`src/pkg/eci_map.svh`:
```
`ifndef ECI_MAP_SVH
`define ECI_MAP_SVH

// clock and tick timing
`define ECI_CLK_PERIOD_PS      5000
`define ECI_TICK_PERIOD_NS     1000000
// flash timing, in ms, measured inside a one-second frame
`define ECI_FLASH_FRAME_MS     1000
`define ECI_SYS_FLASH_HALF_MS  250
`define ECI_PROT_FLASH_HALF_MS 500
// fixed hold time of a system warning
`define ECI_WARN_HOLD_MIN      1
`define ECI_MS_PER_MIN         60000
// code classes
`define ECI_SERIOUS_MAX        4'h5
`define ECI_SYS_VALID_MASK     16'h6FBE
`define ECI_PROT_VALID_MASK    16'hDA28
// widths
`define ECI_HOLD_W             20
`define ECI_COUNT_W            8

`endif

```
`src/pkg/eci_pkg.sv`:
```
package eci_pkg;

   // display state, one-hot
   typedef enum logic [2:0] {
      ECI_ST_IDLE    = 3'b001,
      ECI_ST_WARN    = 3'b010,
      ECI_ST_SERIOUS = 3'b100
   } eci_state_e;

   // which code table a reported error belongs to
   typedef enum logic {
      ECI_SET_SYS  = 1'b0,
      ECI_SET_PROT = 1'b1
   } eci_set_e;

   typedef logic [3:0] eci_code_t;

endpackage

```
`src/pkg/eci_tick_if.sv`:
```
`timescale 1ns/1ps
// ms tick and flash phases shared by the timing modules
interface eci_tick_if;
   logic ms_tick;   // one-cycle pulse every millisecond
   logic sys_on;    // system flash phase, high = lamps lit
   logic prot_on;   // protocol flash phase, high = lamps lit

   modport src (output ms_tick, output sys_on, output prot_on);
   modport snk (input ms_tick, input sys_on, input prot_on);
endinterface

```
`src/verilog/eci_tick.sv`:
```
`timescale 1ns/1ps
`include "eci_map.svh"
module eci_tick #(
   parameter int CYC_PER_MS = 200000
) (
   input  wire logic clk,        // system clock
   input  wire logic reset_n,    // async reset, active low
   eci_tick_if.src   tk          // tick and flash phases out
);
   import eci_pkg::*;

   localparam int CW = $clog2(CYC_PER_MS + 1);
   localparam int FW = $clog2(`ECI_FLASH_FRAME_MS);

   if (CYC_PER_MS < 1) begin : g_chk
      $error("eci_tick: CYC_PER_MS must be at least 1");
   end

   logic [CW-1:0] cyc_q, cyc_d;
   logic [FW-1:0] frm_q, frm_d;
   logic          tick_q, tick_d;
   logic          sys_q, sys_d;
   logic          prot_q, prot_d;

   // one-second frame of ms; both flash rates derive from it so they stay in step
   always_comb begin
      cyc_d  = cyc_q + CW'(1);
      tick_d = 1'b0;
      frm_d  = frm_q;
      if (cyc_q == CW'(CYC_PER_MS - 1)) begin
         cyc_d  = '0;
         tick_d = 1'b1;
         frm_d  = (frm_q == FW'(`ECI_FLASH_FRAME_MS - 1)) ? '0 : frm_q + FW'(1);
      end
      sys_d  = (frm_q < FW'(`ECI_SYS_FLASH_HALF_MS)) ||
               ((frm_q >= FW'(2 * `ECI_SYS_FLASH_HALF_MS)) &&
                (frm_q < FW'(3 * `ECI_SYS_FLASH_HALF_MS)));   // [RQ7]
      prot_d = (frm_q < FW'(`ECI_PROT_FLASH_HALF_MS));      // [RQ8]
   end

   always_ff @(posedge clk or negedge reset_n) begin
      if (!reset_n) begin
         cyc_q  <= '0;
         frm_q  <= '0;
         tick_q <= 1'b0;
         sys_q  <= 1'b0;
         prot_q <= 1'b0;
      end else begin
         cyc_q  <= cyc_d;
         frm_q  <= frm_d;
         tick_q <= tick_d;
         sys_q  <= sys_d;
         prot_q <= prot_d;
      end
   end

   assign tk.ms_tick = tick_q;
   assign tk.sys_on  = sys_q;
   assign tk.prot_on = prot_q;

endmodule // eci_tick

```
`src/verilog/eci_hold.sv`:
```
`timescale 1ns/1ps
`include "eci_map.svh"
module eci_hold (
   input  wire logic                   clk,       // system clock
   input  wire logic                   reset_n,   // async reset, active low
   eci_tick_if.snk                     tk,        // ms tick in
   input  wire logic                   load,      // restart the hold time
   input  wire logic [`ECI_HOLD_W-1:0] load_ms,   // hold time in ms
   output logic                        expired    // one-cycle pulse at end of hold
);
   import eci_pkg::*;

   logic [`ECI_HOLD_W-1:0] cnt_q, cnt_d;
   logic                   exp_q, exp_d;

   // counts whole ms ticks; a zero hold is served as one ms so it still ends
   always_comb begin
      cnt_d = cnt_q;
      exp_d = 1'b0;
      if (load) begin
         cnt_d = (load_ms == '0) ? `ECI_HOLD_W'(1) : load_ms;
      end else if (tk.ms_tick && (cnt_q != '0)) begin
         cnt_d = cnt_q - `ECI_HOLD_W'(1);
         exp_d = (cnt_q == `ECI_HOLD_W'(1));
      end
   end

   always_ff @(posedge clk or negedge reset_n) begin
      if (!reset_n) begin
         cnt_q <= '0;
         exp_q <= 1'b0;
      end else begin
         cnt_q <= cnt_d;
         exp_q <= exp_d;
      end
   end

   assign expired = exp_q;

endmodule // eci_hold

```
`src/verilog/eci_top.sv`:
```
// Summary of operation
// [RQ1] on any accepted error, status lamp goes red and code shows on code lamps
// [RQ2] codes 1 to 5 are serious and stay until power is cycled
// [RQ3] system warnings 7 to 14 show for one minute, then clear alone
// [RQ4] in configuration mode the code pattern carries no error meaning
// [RQ5] system errors: 1 hw, 2 store, 3 memory, 4 network hw, 5 script
// [RQ6] system warnings 7,8,9,10,11,13,14; codes 0,6,12,15 are reserved
// [RQ7] system errors flash the code lamps twice per second
// [RQ8] protocol errors flash the code lamps once per second
// [RQ9] protocol codes 3,5,9,11,12,14,15 are defined, others ignored
// [RQ10] protocol warnings are held for the configurable warning time
// [RQ11] code is meaningful only while lamps flash and status lamp is red
// [RQ12] with no error shown, lamps follow the script values
// [RQ13] a serious error overrides a pending warning until power cycle
`timescale 1ns/1ps
`include "eci_map.svh"
module eci_top #(
   parameter int CYC_PER_MS = (`ECI_TICK_PERIOD_NS * 1000) / `ECI_CLK_PERIOD_PS
) (
   input  wire logic                   CLK_SYS,          // 200 MHz system clock
   input  wire logic                   RESET_N,          // power-on reset, active low
   input  wire logic                   ERR_VALID,        // pulse: an error is reported
   input  wire eci_pkg::eci_set_e      ERR_SET,          // table of the reported code
   input  wire eci_pkg::eci_code_t     ERR_CODE,         // reported error number
   input  wire logic [`ECI_HOLD_W-1:0] WARN_HOLD_MS,     // protocol warning hold time
   input  wire logic                   CONFIG_MODE,      // unit is in configuration mode
   input  wire logic                   SCRIPT_RED,       // script status lamp red
   input  wire logic                   SCRIPT_GREEN,     // script status lamp green
   input  wire eci_pkg::eci_code_t     SCRIPT_CODE,      // script code lamp pattern
   output logic                        STATE_RED,        // status lamp red
   output logic                        STATE_GREEN,      // status lamp green
   output logic                        CODE_LAMP_BIT3,   // code lamp, weight 8
   output logic                        CODE_LAMP_BIT2,   // code lamp, weight 4
   output logic                        CODE_LAMP_BIT1,   // code lamp, weight 2
   output logic                        CODE_LAMP_BIT0,   // code lamp, weight 1
   output logic                        DISPLAY_VALID,    // lamps carry an error number
   output logic                        ERR_SERIOUS,      // a serious error is latched
   output logic                        ERR_DROPPED,      // pulse: report not displayed
   output logic [`ECI_COUNT_W-1:0]     ERR_COUNT         // accepted reports, saturating
);
   import eci_pkg::*;

   if (CYC_PER_MS < 1) begin : g_chk
      $error("eci_top: CYC_PER_MS must be at least 1");
   end

   localparam logic [`ECI_HOLD_W-1:0] SYS_HOLD_MS =
      `ECI_HOLD_W'(`ECI_WARN_HOLD_MIN * `ECI_MS_PER_MIN);

   // a code is shown only if its table defines it; reserved codes are dropped
   function automatic logic code_defined(input eci_set_e set, input eci_code_t code);
      logic [15:0] mask;
      mask = (set == ECI_SET_PROT) ? `ECI_PROT_VALID_MASK   // [RQ9]
                                   : `ECI_SYS_VALID_MASK;   // [RQ5] [RQ6]
      return mask[code];
   endfunction

   function automatic logic code_serious(input eci_code_t code);
      return (code != 4'h0) && (code <= `ECI_SERIOUS_MAX);
   endfunction

   eci_tick_if tk ();

   eci_tick #(
      .CYC_PER_MS (CYC_PER_MS)
   ) u_tick (
      .clk     (CLK_SYS),
      .reset_n (RESET_N),
      .tk      (tk.src)
   );

   logic                   hold_load;
   logic [`ECI_HOLD_W-1:0] hold_ms;
   logic                   hold_expired;

   eci_hold u_hold (
      .clk     (CLK_SYS),
      .reset_n (RESET_N),
      .tk      (tk.snk),
      .load    (hold_load),
      .load_ms (hold_ms),
      .expired (hold_expired)
   );

   // ---- error state group
   eci_state_e               st_q, st_d;
   eci_code_t                code_q, code_d;
   eci_set_e                 set_q, set_d;
   logic                     drop_q, drop_d;
   logic [`ECI_COUNT_W-1:0]  cnt_q, cnt_d;
   logic                     accept;
   logic                     new_serious;

   assign accept      = ERR_VALID && code_defined(ERR_SET, ERR_CODE);
   assign new_serious = code_serious(ERR_CODE);

   // serious state is absorbing: only reset leaves it, and a new report wins
   // over an expiry in the same cycle so no report is ever lost silently
   always_comb begin
      st_d      = st_q;
      code_d    = code_q;
      set_d     = set_q;
      drop_d    = 1'b0;
      cnt_d     = cnt_q;
      hold_load = 1'b0;
      hold_ms   = (ERR_SET == ECI_SET_PROT) ? WARN_HOLD_MS : SYS_HOLD_MS;  // [RQ3] [RQ10]
      case (st_q)
         ECI_ST_IDLE: begin
            if (accept) begin
               code_d = ERR_CODE;                                     // [RQ1]
               set_d  = ERR_SET;
               if (new_serious) begin
                  st_d = ECI_ST_SERIOUS;                              // [RQ2]
               end else begin
                  st_d      = ECI_ST_WARN;
                  hold_load = 1'b1;                                   // [RQ3]
               end
            end
         end
         ECI_ST_WARN: begin
            if (accept) begin
               code_d = ERR_CODE;
               set_d  = ERR_SET;
               if (new_serious) begin
                  st_d = ECI_ST_SERIOUS;                              // [RQ13]
               end else begin
                  hold_load = 1'b1;                                   // newest warning restarts
               end
            end else if (hold_expired) begin
               st_d = ECI_ST_IDLE;                                    // [RQ3] [RQ10]
            end
         end
         ECI_ST_SERIOUS: begin
            st_d = ECI_ST_SERIOUS;                                    // [RQ2] [RQ13]
         end
         default: begin
            st_d = ECI_ST_IDLE;
         end
      endcase
      // reports that change nothing on the lamps are flagged to the caller
      if (ERR_VALID && (!accept || (st_q == ECI_ST_SERIOUS))) begin
         drop_d = 1'b1;
      end
      if (accept && (st_q != ECI_ST_SERIOUS) && (cnt_q != '1)) begin   // refused while serious
         cnt_d = cnt_q + `ECI_COUNT_W'(1);
      end
   end

   always_ff @(posedge CLK_SYS or negedge RESET_N) begin
      if (!RESET_N) begin
         st_q   <= ECI_ST_IDLE;
         code_q <= 4'h0;
         set_q  <= ECI_SET_SYS;
         drop_q <= 1'b0;
         cnt_q  <= '0;
      end else begin
         st_q   <= st_d;
         code_q <= code_d;
         set_q  <= set_d;
         drop_q <= drop_d;
         cnt_q  <= cnt_d;
      end
   end

   // ---- lamp drive group
   logic       red_q, red_d;
   logic       green_q, green_d;
   eci_code_t  lamp_q, lamp_d;
   logic       valid_q, valid_d;
   logic       serious_q, serious_d;
   logic       showing;
   logic       flash_on;

   assign showing  = (st_q != ECI_ST_IDLE) && !CONFIG_MODE;              // [RQ4]
   assign flash_on = (set_q == ECI_SET_PROT) ? tk.prot_on : tk.sys_on;   // [RQ7] [RQ8]

   // error display pre-empts the script; config mode hands lamps back to it,
   // since an error pattern there would be misread
   always_comb begin
      serious_d = (st_q == ECI_ST_SERIOUS);
      if (showing) begin
         red_d   = 1'b1;                                              // [RQ1] [RQ11]
         green_d = 1'b0;
         lamp_d  = flash_on ? code_q : 4'h0;                          // [RQ1] [RQ11]
         valid_d = 1'b1;                                              // [RQ11]
      end else begin
         red_d   = SCRIPT_RED;                                        // [RQ12]
         green_d = SCRIPT_GREEN;
         lamp_d  = SCRIPT_CODE;                                       // [RQ12]
         valid_d = 1'b0;                                              // [RQ4] [RQ11]
      end
   end

   always_ff @(posedge CLK_SYS or negedge RESET_N) begin
      if (!RESET_N) begin
         red_q     <= 1'b0;
         green_q   <= 1'b0;
         lamp_q    <= 4'h0;
         valid_q   <= 1'b0;
         serious_q <= 1'b0;
      end else begin
         red_q     <= red_d;
         green_q   <= green_d;
         lamp_q    <= lamp_d;
         valid_q   <= valid_d;
         serious_q <= serious_d;
      end
   end

   // every output straight from a flip-flop
   assign STATE_RED      = red_q;
   assign STATE_GREEN    = green_q;
   assign CODE_LAMP_BIT3 = lamp_q[3];
   assign CODE_LAMP_BIT2 = lamp_q[2];
   assign CODE_LAMP_BIT1 = lamp_q[1];
   assign CODE_LAMP_BIT0 = lamp_q[0];
   assign DISPLAY_VALID  = valid_q;
   assign ERR_SERIOUS    = serious_q;
   assign ERR_DROPPED    = drop_q;
   assign ERR_COUNT      = cnt_q;

endmodule // eci_top

```
`config.mk`:
```
export PLATFORM = sky130hd
export DESIGN_NAME = eci_top
export DESIGN_NICKNAME = d
export VERILOG_FILES = /design/src/pkg/eci_pkg.sv /design/src/pkg/eci_tick_if.sv /design/src/verilog/eci_tick.sv /design/src/verilog/eci_hold.sv /design/src/verilog/eci_top.sv
export VERILOG_INCLUDE_DIRS = /design/src /design/src/pkg
export SDC_FILE = /design/constraint.sdc
export NUM_CORES = 1
export LEC_CHECK = 0
export ABC_AREA = 1
export BUFFER_PORTS_ARGS = -buffer_cell sky130_fd_sc_hd__buf_2
export CAP_MARGIN = 30
export CORE_ASPECT_RATIO = 2
export CORE_MARGIN = 2
export CORE_UTILIZATION = 40
export CTS_CLUSTER_DIAMETER = 200
export DETAILED_ROUTE_END_ITERATION = 7
export PLACE_DENSITY_LB_ADDON = 0.08
export SYNTH_ARGS = -nofsm -noshare
export SYNTH_HDL_FRONTEND = slang
export SYNTH_SLANG_ARGS = --single-unit
```
`constraint.sdc`:
```
create_clock -name CLK_SYS -period 3 [get_ports CLK_SYS]
set_clock_uncertainty 0.1 [all_clocks]
set_input_delay 0.3 -clock CLK_SYS [delete_from_list [all_inputs] [get_ports CLK_SYS]]
set_output_delay 0.3 -clock CLK_SYS [all_outputs]
set_load 0.01 [all_outputs]
```
==> reports/summary.txt, run 1 <==
hold bufs inserted after CTS - 1
clk sinks - 77
Mapped Cells - 626
wire per inst - 15.3 µm
Mapped Avg Cell Area - 7.59 µm²
Die Y - 158 µm
worst skew pair latency - 0.34 ns
Worst VDD drop - 307 µV
RSZ-0062 raised after global routing - no
Post-Syn Nets - 670
crit path DAT - 2.31 ns
library cells used by synthesis - 41
Final Instance Area - 5480 µm²
initial antenna violation count - 1
ANT cells - 0
Post-synth ARST share - 100%
Max stage delay cell, worst path - buf_2
CP startpoint kind - input port
die width - 81.1 µm
CTS tree - built
Longest Clk Path Bufs - 2
drt drc - 0
Worst path max stage delay - 0.33 ns
minimum setup slack in the final design - 0.814 ns
#FFs+latches synth - 77
port buffer count - 51
Final Util - 47.1%
Sum Neg Setup Slack - 0 ns
# nets final - 724
max-slew violations - 0
RD Place Congestion - 0.917
worst-path cell chain - buf_2 -> clkinv_1 -> ha_1 -> nand2_1 -> nand3_1 -> a21boi_2 -> nand4_4 -> buf_4 -> nand3_1 -> nand3_1
relative slew slack - 60.9%
Post-Place Setup Slack - 0.436 ns
DRT Pass-1 Iters - 4
Overall Global Routing Usage - 21.3%
Tot Pwr - 4.01 mW
root buf cell - clkbuf_16
post-CTS setup buffer count - 0
first-iteration detailed-routing DRC count - 172
Slew @ Worst Pin - 0.581 ns
DRT Wirelength - 12700 µm
core area - 11600 µm²
cell repeated most along the worst path - nand3_1
fillers - 1202
final count of hold timing violations - 0
PwrDens - 731 nW/µm²
post-DR vias/cell - 5.06
Reg clk slew, reported paths - 0.06 ns
CP required - 3.13 ns
critical path type - in -> reg
fmax - 457 MHz
first-pass GRT wire length - 20700 µm
initial core utilization - 40.9%
synth warn - 0
fin crit period - 2.19 ns
crit path capture type - register
Main synth FF type - dfrtp_1
post-synthesis sequential area ratio - 40.6%
worst hold path type - in -> reg
Post-DRT Antenna Nets - 0
Multi-input gate area - 2410 µm²
layout cell share with drive strength beyond 1 - 16.2%
DP Cell Count - 813
H-tree Lvls - 3
Final setup violation count - 0
Crit Path Max Fanout - 18
Max-cap violations - 0
cts bufs inserted - 9
Synth Cell Area - 4750 µm²
final std cells w/o fill - 830
DP HPWL - 9800 µm
placed inst area - 5140 µm²
largest net degree at the start of global routing - 53
status - finished, final reports clean
EDFF count, synth - 0
Fin Hold WS - 0.0625 ns
Reg area - 1930 µm²
GRT overflow - 0
CTS resizes - 0
area delta synth->final - 15.3%
Via Count - 4201
Tcrit/Tclk final - 72.9%
I/O Pins - 52
P_leak - 2.76 nW
total die area - 12800 µm²
vias in the first global route - 4278
site row count - 56
[routing by layer]
metal  global-route usage, %  up-vias  share of wire, %
li1                        -     2142                 -
met1                    21.3     1970                37
met2                    40.3       67                56
met3                    5.25       22               3.7
met4                    9.28        0               3.2
met5                       0        -                 0
[cells by family (layout without fill, tap and decap cells)]
logic type      count (synthesis)  after routing  synth area share, %
buf+inv                        95            154                 8.77
simple gates                  366            366                 35.6
mux                             1              1                0.237
fa+ha+maj                       9              9                 2.37
xor+xnor                       32             32                 5.90
flops                          77             77                 40.6
compound gates                 46             46                 6.58
[synth_stat cells (all sizes together), types with 5 or more instances]
cell type  count  area share, %
dfrtp         76             40
xor2          19            3.5
o21ai         31            4.1
nor4           6           0.79
buf           12            2.1
ha             9            2.4
nand4         19            2.8
nand2        156             13
xnor2         13            2.4
inv           81            6.5
nand3         86            9.6
nor2          72            6.2
nor3          17            1.9
o21bai         5            1.0
nand3b         5           0.79
[placed cells by master, fill, tap and decap left out, types with 16 or more instances in the layout]
master | netlist | final
inv_1 | 77 | 77
xor2_1 | 19 | 19
nor3_1 | 16 | 16
dfrtp_1 | 76 | 76
o21ai_0 | 18 | 18
buf_2 | 5 | 50
nor2_1 | 67 | 67
nand2_1 | 150 | 150
nand4_1 | 18 | 18
nand3_1 | 82 | 82
[sequential cells by signal, indices dropped and copies added (netlist names), 3 cells and up]
signal and flops:
u_tick.cyc_q 18, st_q 3, u_hold.cnt_q 20, code_q 4, ERR_COUNT 8, lamp_q 4, u_tick.frm_q 10
[final cells by class]
class | instances | share of cell area (%)
Multi-Input combinational cell | 454 | 43.9
Sequential cell | 77 | 35.2
Timing Repair Buffer | 56 | 5.80
Inverter | 82 | 5.71
Clock buffer | 10 | 4.36
Tap cell | 145 | 3.31
Clock inverter | 6 | 1.71
[worst max-delay path, delay by kind of cell]
family / cells / cell delay [ns]
AND/OR/NAND/NOR: 5 / 0.61
adder cells (fa/ha/maj): 1 / 0.32
buffers and inverters: 3 / 0.85
AO/OA/AOI/OAI: 1 / 0.21
[worst paths after layout]
check	start	endpoint	cells past startpoint	slack [ns]
worst max-delay path	ERR_SET	u_hold.cnt_q[10]$_DFFE_PN0P_	10	0.81
worst max register to register	u_tick.cyc_q[0]$_DFF_PN0_	u_tick.cyc_q[6]$_DFF_PN0_	10	0.91
min in group asynchronous	RESET_N	u_hold.cnt_q[11]$_DFFE_PN0P_	2	0.31
worst min register to register	code_q[1]$_DFFE_PN0P_	code_q[1]$_DFFE_PN0P_	2	0.39
worst min-delay path	SCRIPT_RED	STATE_RED$_DFF_PN0_	2	0.06
max in group asynchronous	RESET_N	st_q[0]$_DFFE_PN1P_	3	1.84
[report_power, final]
| group | internal [mW] | total (mW) | switching [mW] |
|---|---|---|---|
| sequential | 1.28 | 1.51 | 0.232 |
| combinational | 0.470 | 1.28 | 0.808 |
| clock | 0.759 | 1.22 | 0.464 |
(Power assumes the default switching activity.)
==> run 2: changes to the inputs <==
==> constraint.sdc (replaced) <==
create_clock -name CLK_SYS -period 2.1 [get_ports CLK_SYS]
set_clock_uncertainty 0.1 [all_clocks]
set_input_delay 0.21 -clock CLK_SYS [delete_from_list [all_inputs] [get_ports CLK_SYS]]
set_output_delay 0.21 -clock CLK_SYS [all_outputs]
set_load 0.01 [all_outputs]
==> reports/summary.txt, run 2 (same netlist as run 1, synthesis figures left out) <==
CP startpoint kind - register
H-tree Lvls - 3
DRT Pass-1 Iters - 4
Tcrit/Tclk final - 90.2%
initial antenna violation count - 0
fmax - 528 MHz
Switching Share - 38.9%
total die area - 12800 µm²
die width - 81.1 µm
Reg clk slew, reported paths - 0.06 ns
CTS resizes - 0
# nets final - 735
worst skew pair latency - 0.34 ns
CP required - 2.20 ns
Max stage delay cell, worst path - dfstp_2
CTS tree - built
RD Place Congestion - 0.886
Sum Neg Setup Slack - 0 ns
Clk pwr share - 26.6%
Tot Pwr - 5.43 mW
core area - 11600 µm²
port buffer count - 51
status - finished, final reports clean
Die Y - 158 µm
cts bufs inserted - 9
area delta synth->final - 16.0%
Max-cap violations - 0
site row count - 56
root buf cell - clkbuf_16
initial core utilization - 40.9%
Overall Global Routing Usage - 19.9%
post-DR vias/cell - 5.06
leading cell type in the layout, fill and taps excluded - nand2_1
DP HPWL - 9650 µm
wire per inst - 14.6 µm
cell repeated most along the worst path - nand3_1
GRT overflow - 0
Combinational Power Share - 34.0%
first-pass GRT wire length - 19100 µm
clk sinks - 77
crit path DAT - 1.99 ns
fillers - 1216
ANT cells - 0
Longest Clk Path Bufs - 2
Worst path max stage delay - 0.55 ns
worst hold path type - in -> reg
Via Count - 4258
Reg power frac - 39.4%
Worst VDD drop - 418 µV
Crit Path Max Fanout - 32
largest registers - u_hold.cnt_q x20, u_tick.cyc_q x18, u_tick.frm_q x10
I/O Pins - 52
Largest Register - u_hold.cnt_q
layout cell share with drive strength beyond 1 - 16.8%
worst-path cell chain - nand3_1 -> nand2_1 -> nand4_4 -> buf_4 -> nand3_1 -> nand3_1
Post-DRT Antenna Nets - 0
max-slew violations - 0
Final setup violation count - 0
crit path capture type - register
most frequent cells in the layout - nand2_1, nand3_1, inv_1
P_leak - 2.77 nW
PwrDens - 986 nW/µm²
DP Cell Count - 819
max reg flops - 20
critical path type - reg -> reg
relative slew slack - 59.9%
drt drc - 0
Switch Pwr - 2.12 mW
final count of hold timing violations - 0
vias in the first global route - 4133
fin crit period - 1.89 ns
RSZ-0062 raised after global routing - no
DRT Wirelength - 12200 µm
Power Internal - 3.32 mW
final std cells w/o fill - 841
largest net degree at the start of global routing - 43
first-iteration detailed-routing DRC count - 165
Slew @ Worst Pin - 0.602 ns
==> run 2: changes by cell type in the layout (fill, tap and decap cells not counted), sizes merged <==
cell | before | now
bufinv | 2 | 0
clkinv | 2 | 5
clkbuf | 10 | 9
clkinvlp | 1 | 2
dlygate4sd3 | 1 | 6
inv | 83 | 82
buf | 55 | 61
==> run 2: area by class of cell <==
| type | count | area [µm²] | area share, % |
|---|---|---|---|
| sequential | 77 | 1930 | 35.0 |
| multi-input combinational | 454 | 2410 | 43.7 |
| timing repair buffer | 67 | 405 | 7.35 |
| clock inverter | 7 | 51.3 | 0.931 |
| tap | 145 | 181 | 3.29 |
| inverter | 82 | 313 | 5.67 |
| clock buffer | 9 | 225 | 4.09 |
==> run 2: power by group through the flow <==
stage	registers, mW	logic, mW	clock network (mW)
global route	2.18	2.12	1.55
finish	2.14	1.85	1.44
CTS	2.14	1.87	1.49
detailed placement	2.17	1.85	0
global placement	2.16	1.83	0
floorplan	2.14	1.32	0
==> run 2: critical path: cells and delay by family, from the launching register on <==
| kind | cells | cell delay (ns) |
|---|---|---|
| simple gates | 5 | 0.82 |
| flops | 1 | 0.55 |
| buf+inv | 1 | 0.27 |
==> run 2: stage by stage <==
step	setup WS, ns	util (%)	hold WS (ns)	instance area [µm²]
after floorplan	0.159	-	-0.186	4750
after global placement	0.0851	44.5	0.145	5180
after detailed placement	0.0665	44.5	0.155	5180
after global routing	0.0501	47.4	0.00316	5510
final	0.206	47.4	0.00278	5510
after CTS	0.195	47.4	0.000805	5510
==> run 2: what timing repair did <==
item / in CTS / in global routing
hold buffers: 6 / 0
buffers inserted: 0 / 0
hold endpoints to repair: 44 / 0
setup endpoints to repair: 0 / 0
==> run 2: path summary, 6_finish.rpt <==
kind	start	end	slack [ns]	depth (start not counted)
setup / recovery	st_q[0]$_DFFE_PN1P_	u_hold.cnt_q[11]$_DFFE_PN0P_	0.21	6
hold / removal	SCRIPT_CODE[3]	lamp_q[3]$_DFF_PN0_	0.003	3
setup reg to reg	st_q[0]$_DFFE_PN1P_	u_hold.cnt_q[11]$_DFFE_PN0P_	0.21	6
hold reg to reg	code_q[0]$_DFFE_PN0P_	code_q[0]$_DFFE_PN0P_	0.38	2
max in group asynchronous	RESET_N	code_q[2]$_DFFE_PN0P_	0.99	3
min in group asynchronous	RESET_N	u_hold.cnt_q[12]$_DFFE_PN0P_	0.30	2
==> run 2: layer usage <==
metal / wire [µm] / GRT usage, %
met3: 455 / 3.88
met2: 7120 / 39.6
met1: 4300 / 18.8
met5: 0 / 0
met4: 373 / 8.80
==> run 3: changes to the inputs <==
--- a/config.mk
+++ b/config.mk
@@ -11,9 +11,10 @@
 export CAP_MARGIN = 30
 export CORE_ASPECT_RATIO = 2
 export CORE_MARGIN = 2
-export CORE_UTILIZATION = 40
+export CORE_UTILIZATION = 59
 export CTS_CLUSTER_DIAMETER = 200
 export DETAILED_ROUTE_END_ITERATION = 7
+export HOLD_SLACK_MARGIN = 0.03
 export PLACE_DENSITY_LB_ADDON = 0.08
 export SYNTH_ARGS = -nofsm -noshare
 export SYNTH_HDL_FRONTEND = slang
==> reports/summary.txt, run 3 (same netlist as run 1, synthesis figures left out) <==
status - finished, final reports clean
DP HPWL - 8820 µm
initial antenna violation count - 0
Slew @ Worst Pin - 0.513 ns
site row count - 46
hold wc startpoint - ERR_VALID
reg2reg path depth - 9
H-tree Lvls - 3
Largest Register - u_hold.cnt_q
area delta synth->final - 15.9%
max reg flops - 20
Crit Path Max Fanout - 14
crit path DAT - 2.07 ns
CP startpoint kind - register
hold depth - 3
r2r startpoint - u_tick.cyc_q[1]$_DFF_PN0_
final count of hold timing violations - 0
DRT Pass-1 Iters - 5
vias in the first global route - 4440
CP required - 2.22 ns
die width - 67.5 µm
worst hold path type - in -> reg
RR Endpoint - u_tick.frm_q[3]$_DFFE_PN0N_
first-pass GRT wire length - 19700 µm
root buf cell - clkbuf_16
Tot Pwr - 5.48 mW
R2R Setup Slk - 0.15 ns
Final Instance Area - 5510 µm²
crit path capture type - register
Worst VDD drop - 645 µV
DRT Wirelength - 12000 µm
Power Internal - 3.35 mW
largest registers - u_hold.cnt_q x20, u_tick.cyc_q x18, u_tick.frm_q x10
max-slew violations - 0
P_leak - 2.80 nW
wire per inst - 15.0 µm
Max-cap violations - 0
Via Count - 4410
worst skew pair latency - 0.33 ns
Sum Neg Setup Slack - 0 ns
largest net degree at the start of global routing - 78
Clk pwr share - 25.0%
layout cell share with drive strength beyond 1 - 16.3%
leading cell type in the layout, fill and taps excluded - nand2_1
clk sinks - 77
Combinational Power Share - 35.2%
relative slew slack - 65.5%
RSZ-0062 raised after global routing - no
port buffer count - 51
Post-DRT Antenna Nets - 0
Longest Clk Path Bufs - 2
I/O Pins - 52
Critical Path Start - u_tick.cyc_q[1]$_DFF_PN0_
most frequent cells in the layout - nand2_1, nand3_1, inv_1
# nets final - 743
RD Place Congestion - 0.901
fin crit period - 1.95 ns
total die area - 8830 µm²
core area - 7890 µm²
Die Y - 131 µm
Reg power frac - 39.8%
Tcrit/Tclk final - 93.0%
Final Util - 69.9%
Overall Global Routing Usage - 29.6%
first-iteration detailed-routing DRC count - 323
post-DR vias/cell - 5.51
Hold Path End - ERR_DROPPED$_DFF_PN0_
PwrDens - 994 nW/µm²
Switch Pwr - 2.13 mW
fmax - 512 MHz
Switching Share - 38.8%
placed inst area - 5120 µm²
CTS tree - built
GRT overflow - 0
drt drc - 0
Final setup violation count - 0
Reg clk slew, reported paths - 0.05 ns
critical path type - reg -> reg
initial core utilization - 60.3%
ANT cells - 0
cts bufs inserted - 9
## run 3: changes by cell type in the layout (fill, tap and decap cells not counted), sizes merged
cell	previous run	this run
clkinvlp	2	0
clkinv	5	4
inv	82	81
buf	61	62
clkbuf	9	13
dlygate4sd3	6	13
## run 3: worst max path at each step
| stage | end |
|---|---|
| 3_3_place_gp | u_hold.cnt_q[6]$_DFFE_PN0P_ |
| 4_1_cts | u_tick.frm_q[3]$_DFFE_PN0N_ |
| 2_1_floorplan | ERR_COUNT[2]$_DFFE_PN0P_ |
| 6_report | u_tick.frm_q[3]$_DFFE_PN0N_ |
| 5_1_grt | u_tick.frm_q[9]$_DFFE_PN0N_ |
| 3_5_place_dp | u_hold.cnt_q[2]$_DFFE_PN0P_ |
## run 3: repair_timing
| action | CTS | global route |
|---|---|---|
| setup buffers | 0 | 0 |
| endpoints found under the setup margin | 0 | 1 |
| hold endpoints to repair | 88 | 0 |
| resized for setup | 0 | 1 |
| hold buffers | 13 | 0 |
## run 3: final cells by class
cell class                      count  area [µm²]
Inverter                           82         313
Tap cell                           96         120
Fill cell                         677        2370
Clock inverter                      3        15.0
Clock buffer                       13         240
Multi-Input combinational cell    454        2410
Timing Repair Buffer               75         483
Sequential cell                    77        1930
## run 3: worst max-delay path, cell delays in order, from the launching register on
cell and delay, ns:
dfrtp_1 0.38, ha_1 0.19, nand2_1 0.06, inv_1 0.10, nand2_1 0.11, nor4_1 0.36, nand3_1 0.18, buf_4 0.23
nand2_1 0.08, o21ai_2 0.05
## run 3: metal layers
metal | GRT usage (%) | routed length, µm
met1 | 31.6 | 4360
met4 | 18.5 | 592
met2 | 52.6 | 6590
met3 | 4.54 | 460
met5 | 0 | 0
## run 3: stage by stage
stage / hold slack [ns] / cells / setup WS (ns)
6_report: 0.0356 / 800 / 0.147
5_1_grt: 0.0517 / 800 / 0.0129
4_1_cts: 0.0311 / 800 / 0.197
3_5_place_dp: 0.163 / 771 / 0.0669
3_3_place_gp: 0.159 / 771 / 0.155
2_1_floorplan: -0.186 / 626 / 0.159
## run 3: power by group through the flow
stage / combinational [mW] / clock, mW / sequential [mW]
after detailed placement: 1.88 / 0 / 2.19
after global routing: 2.17 / 1.45 / 2.22
after floorplan: 1.32 / 0 / 2.14
after CTS: 1.92 / 1.40 / 2.17
final: 1.93 / 1.37 / 2.18
after global placement: 1.83 / 0 / 2.18
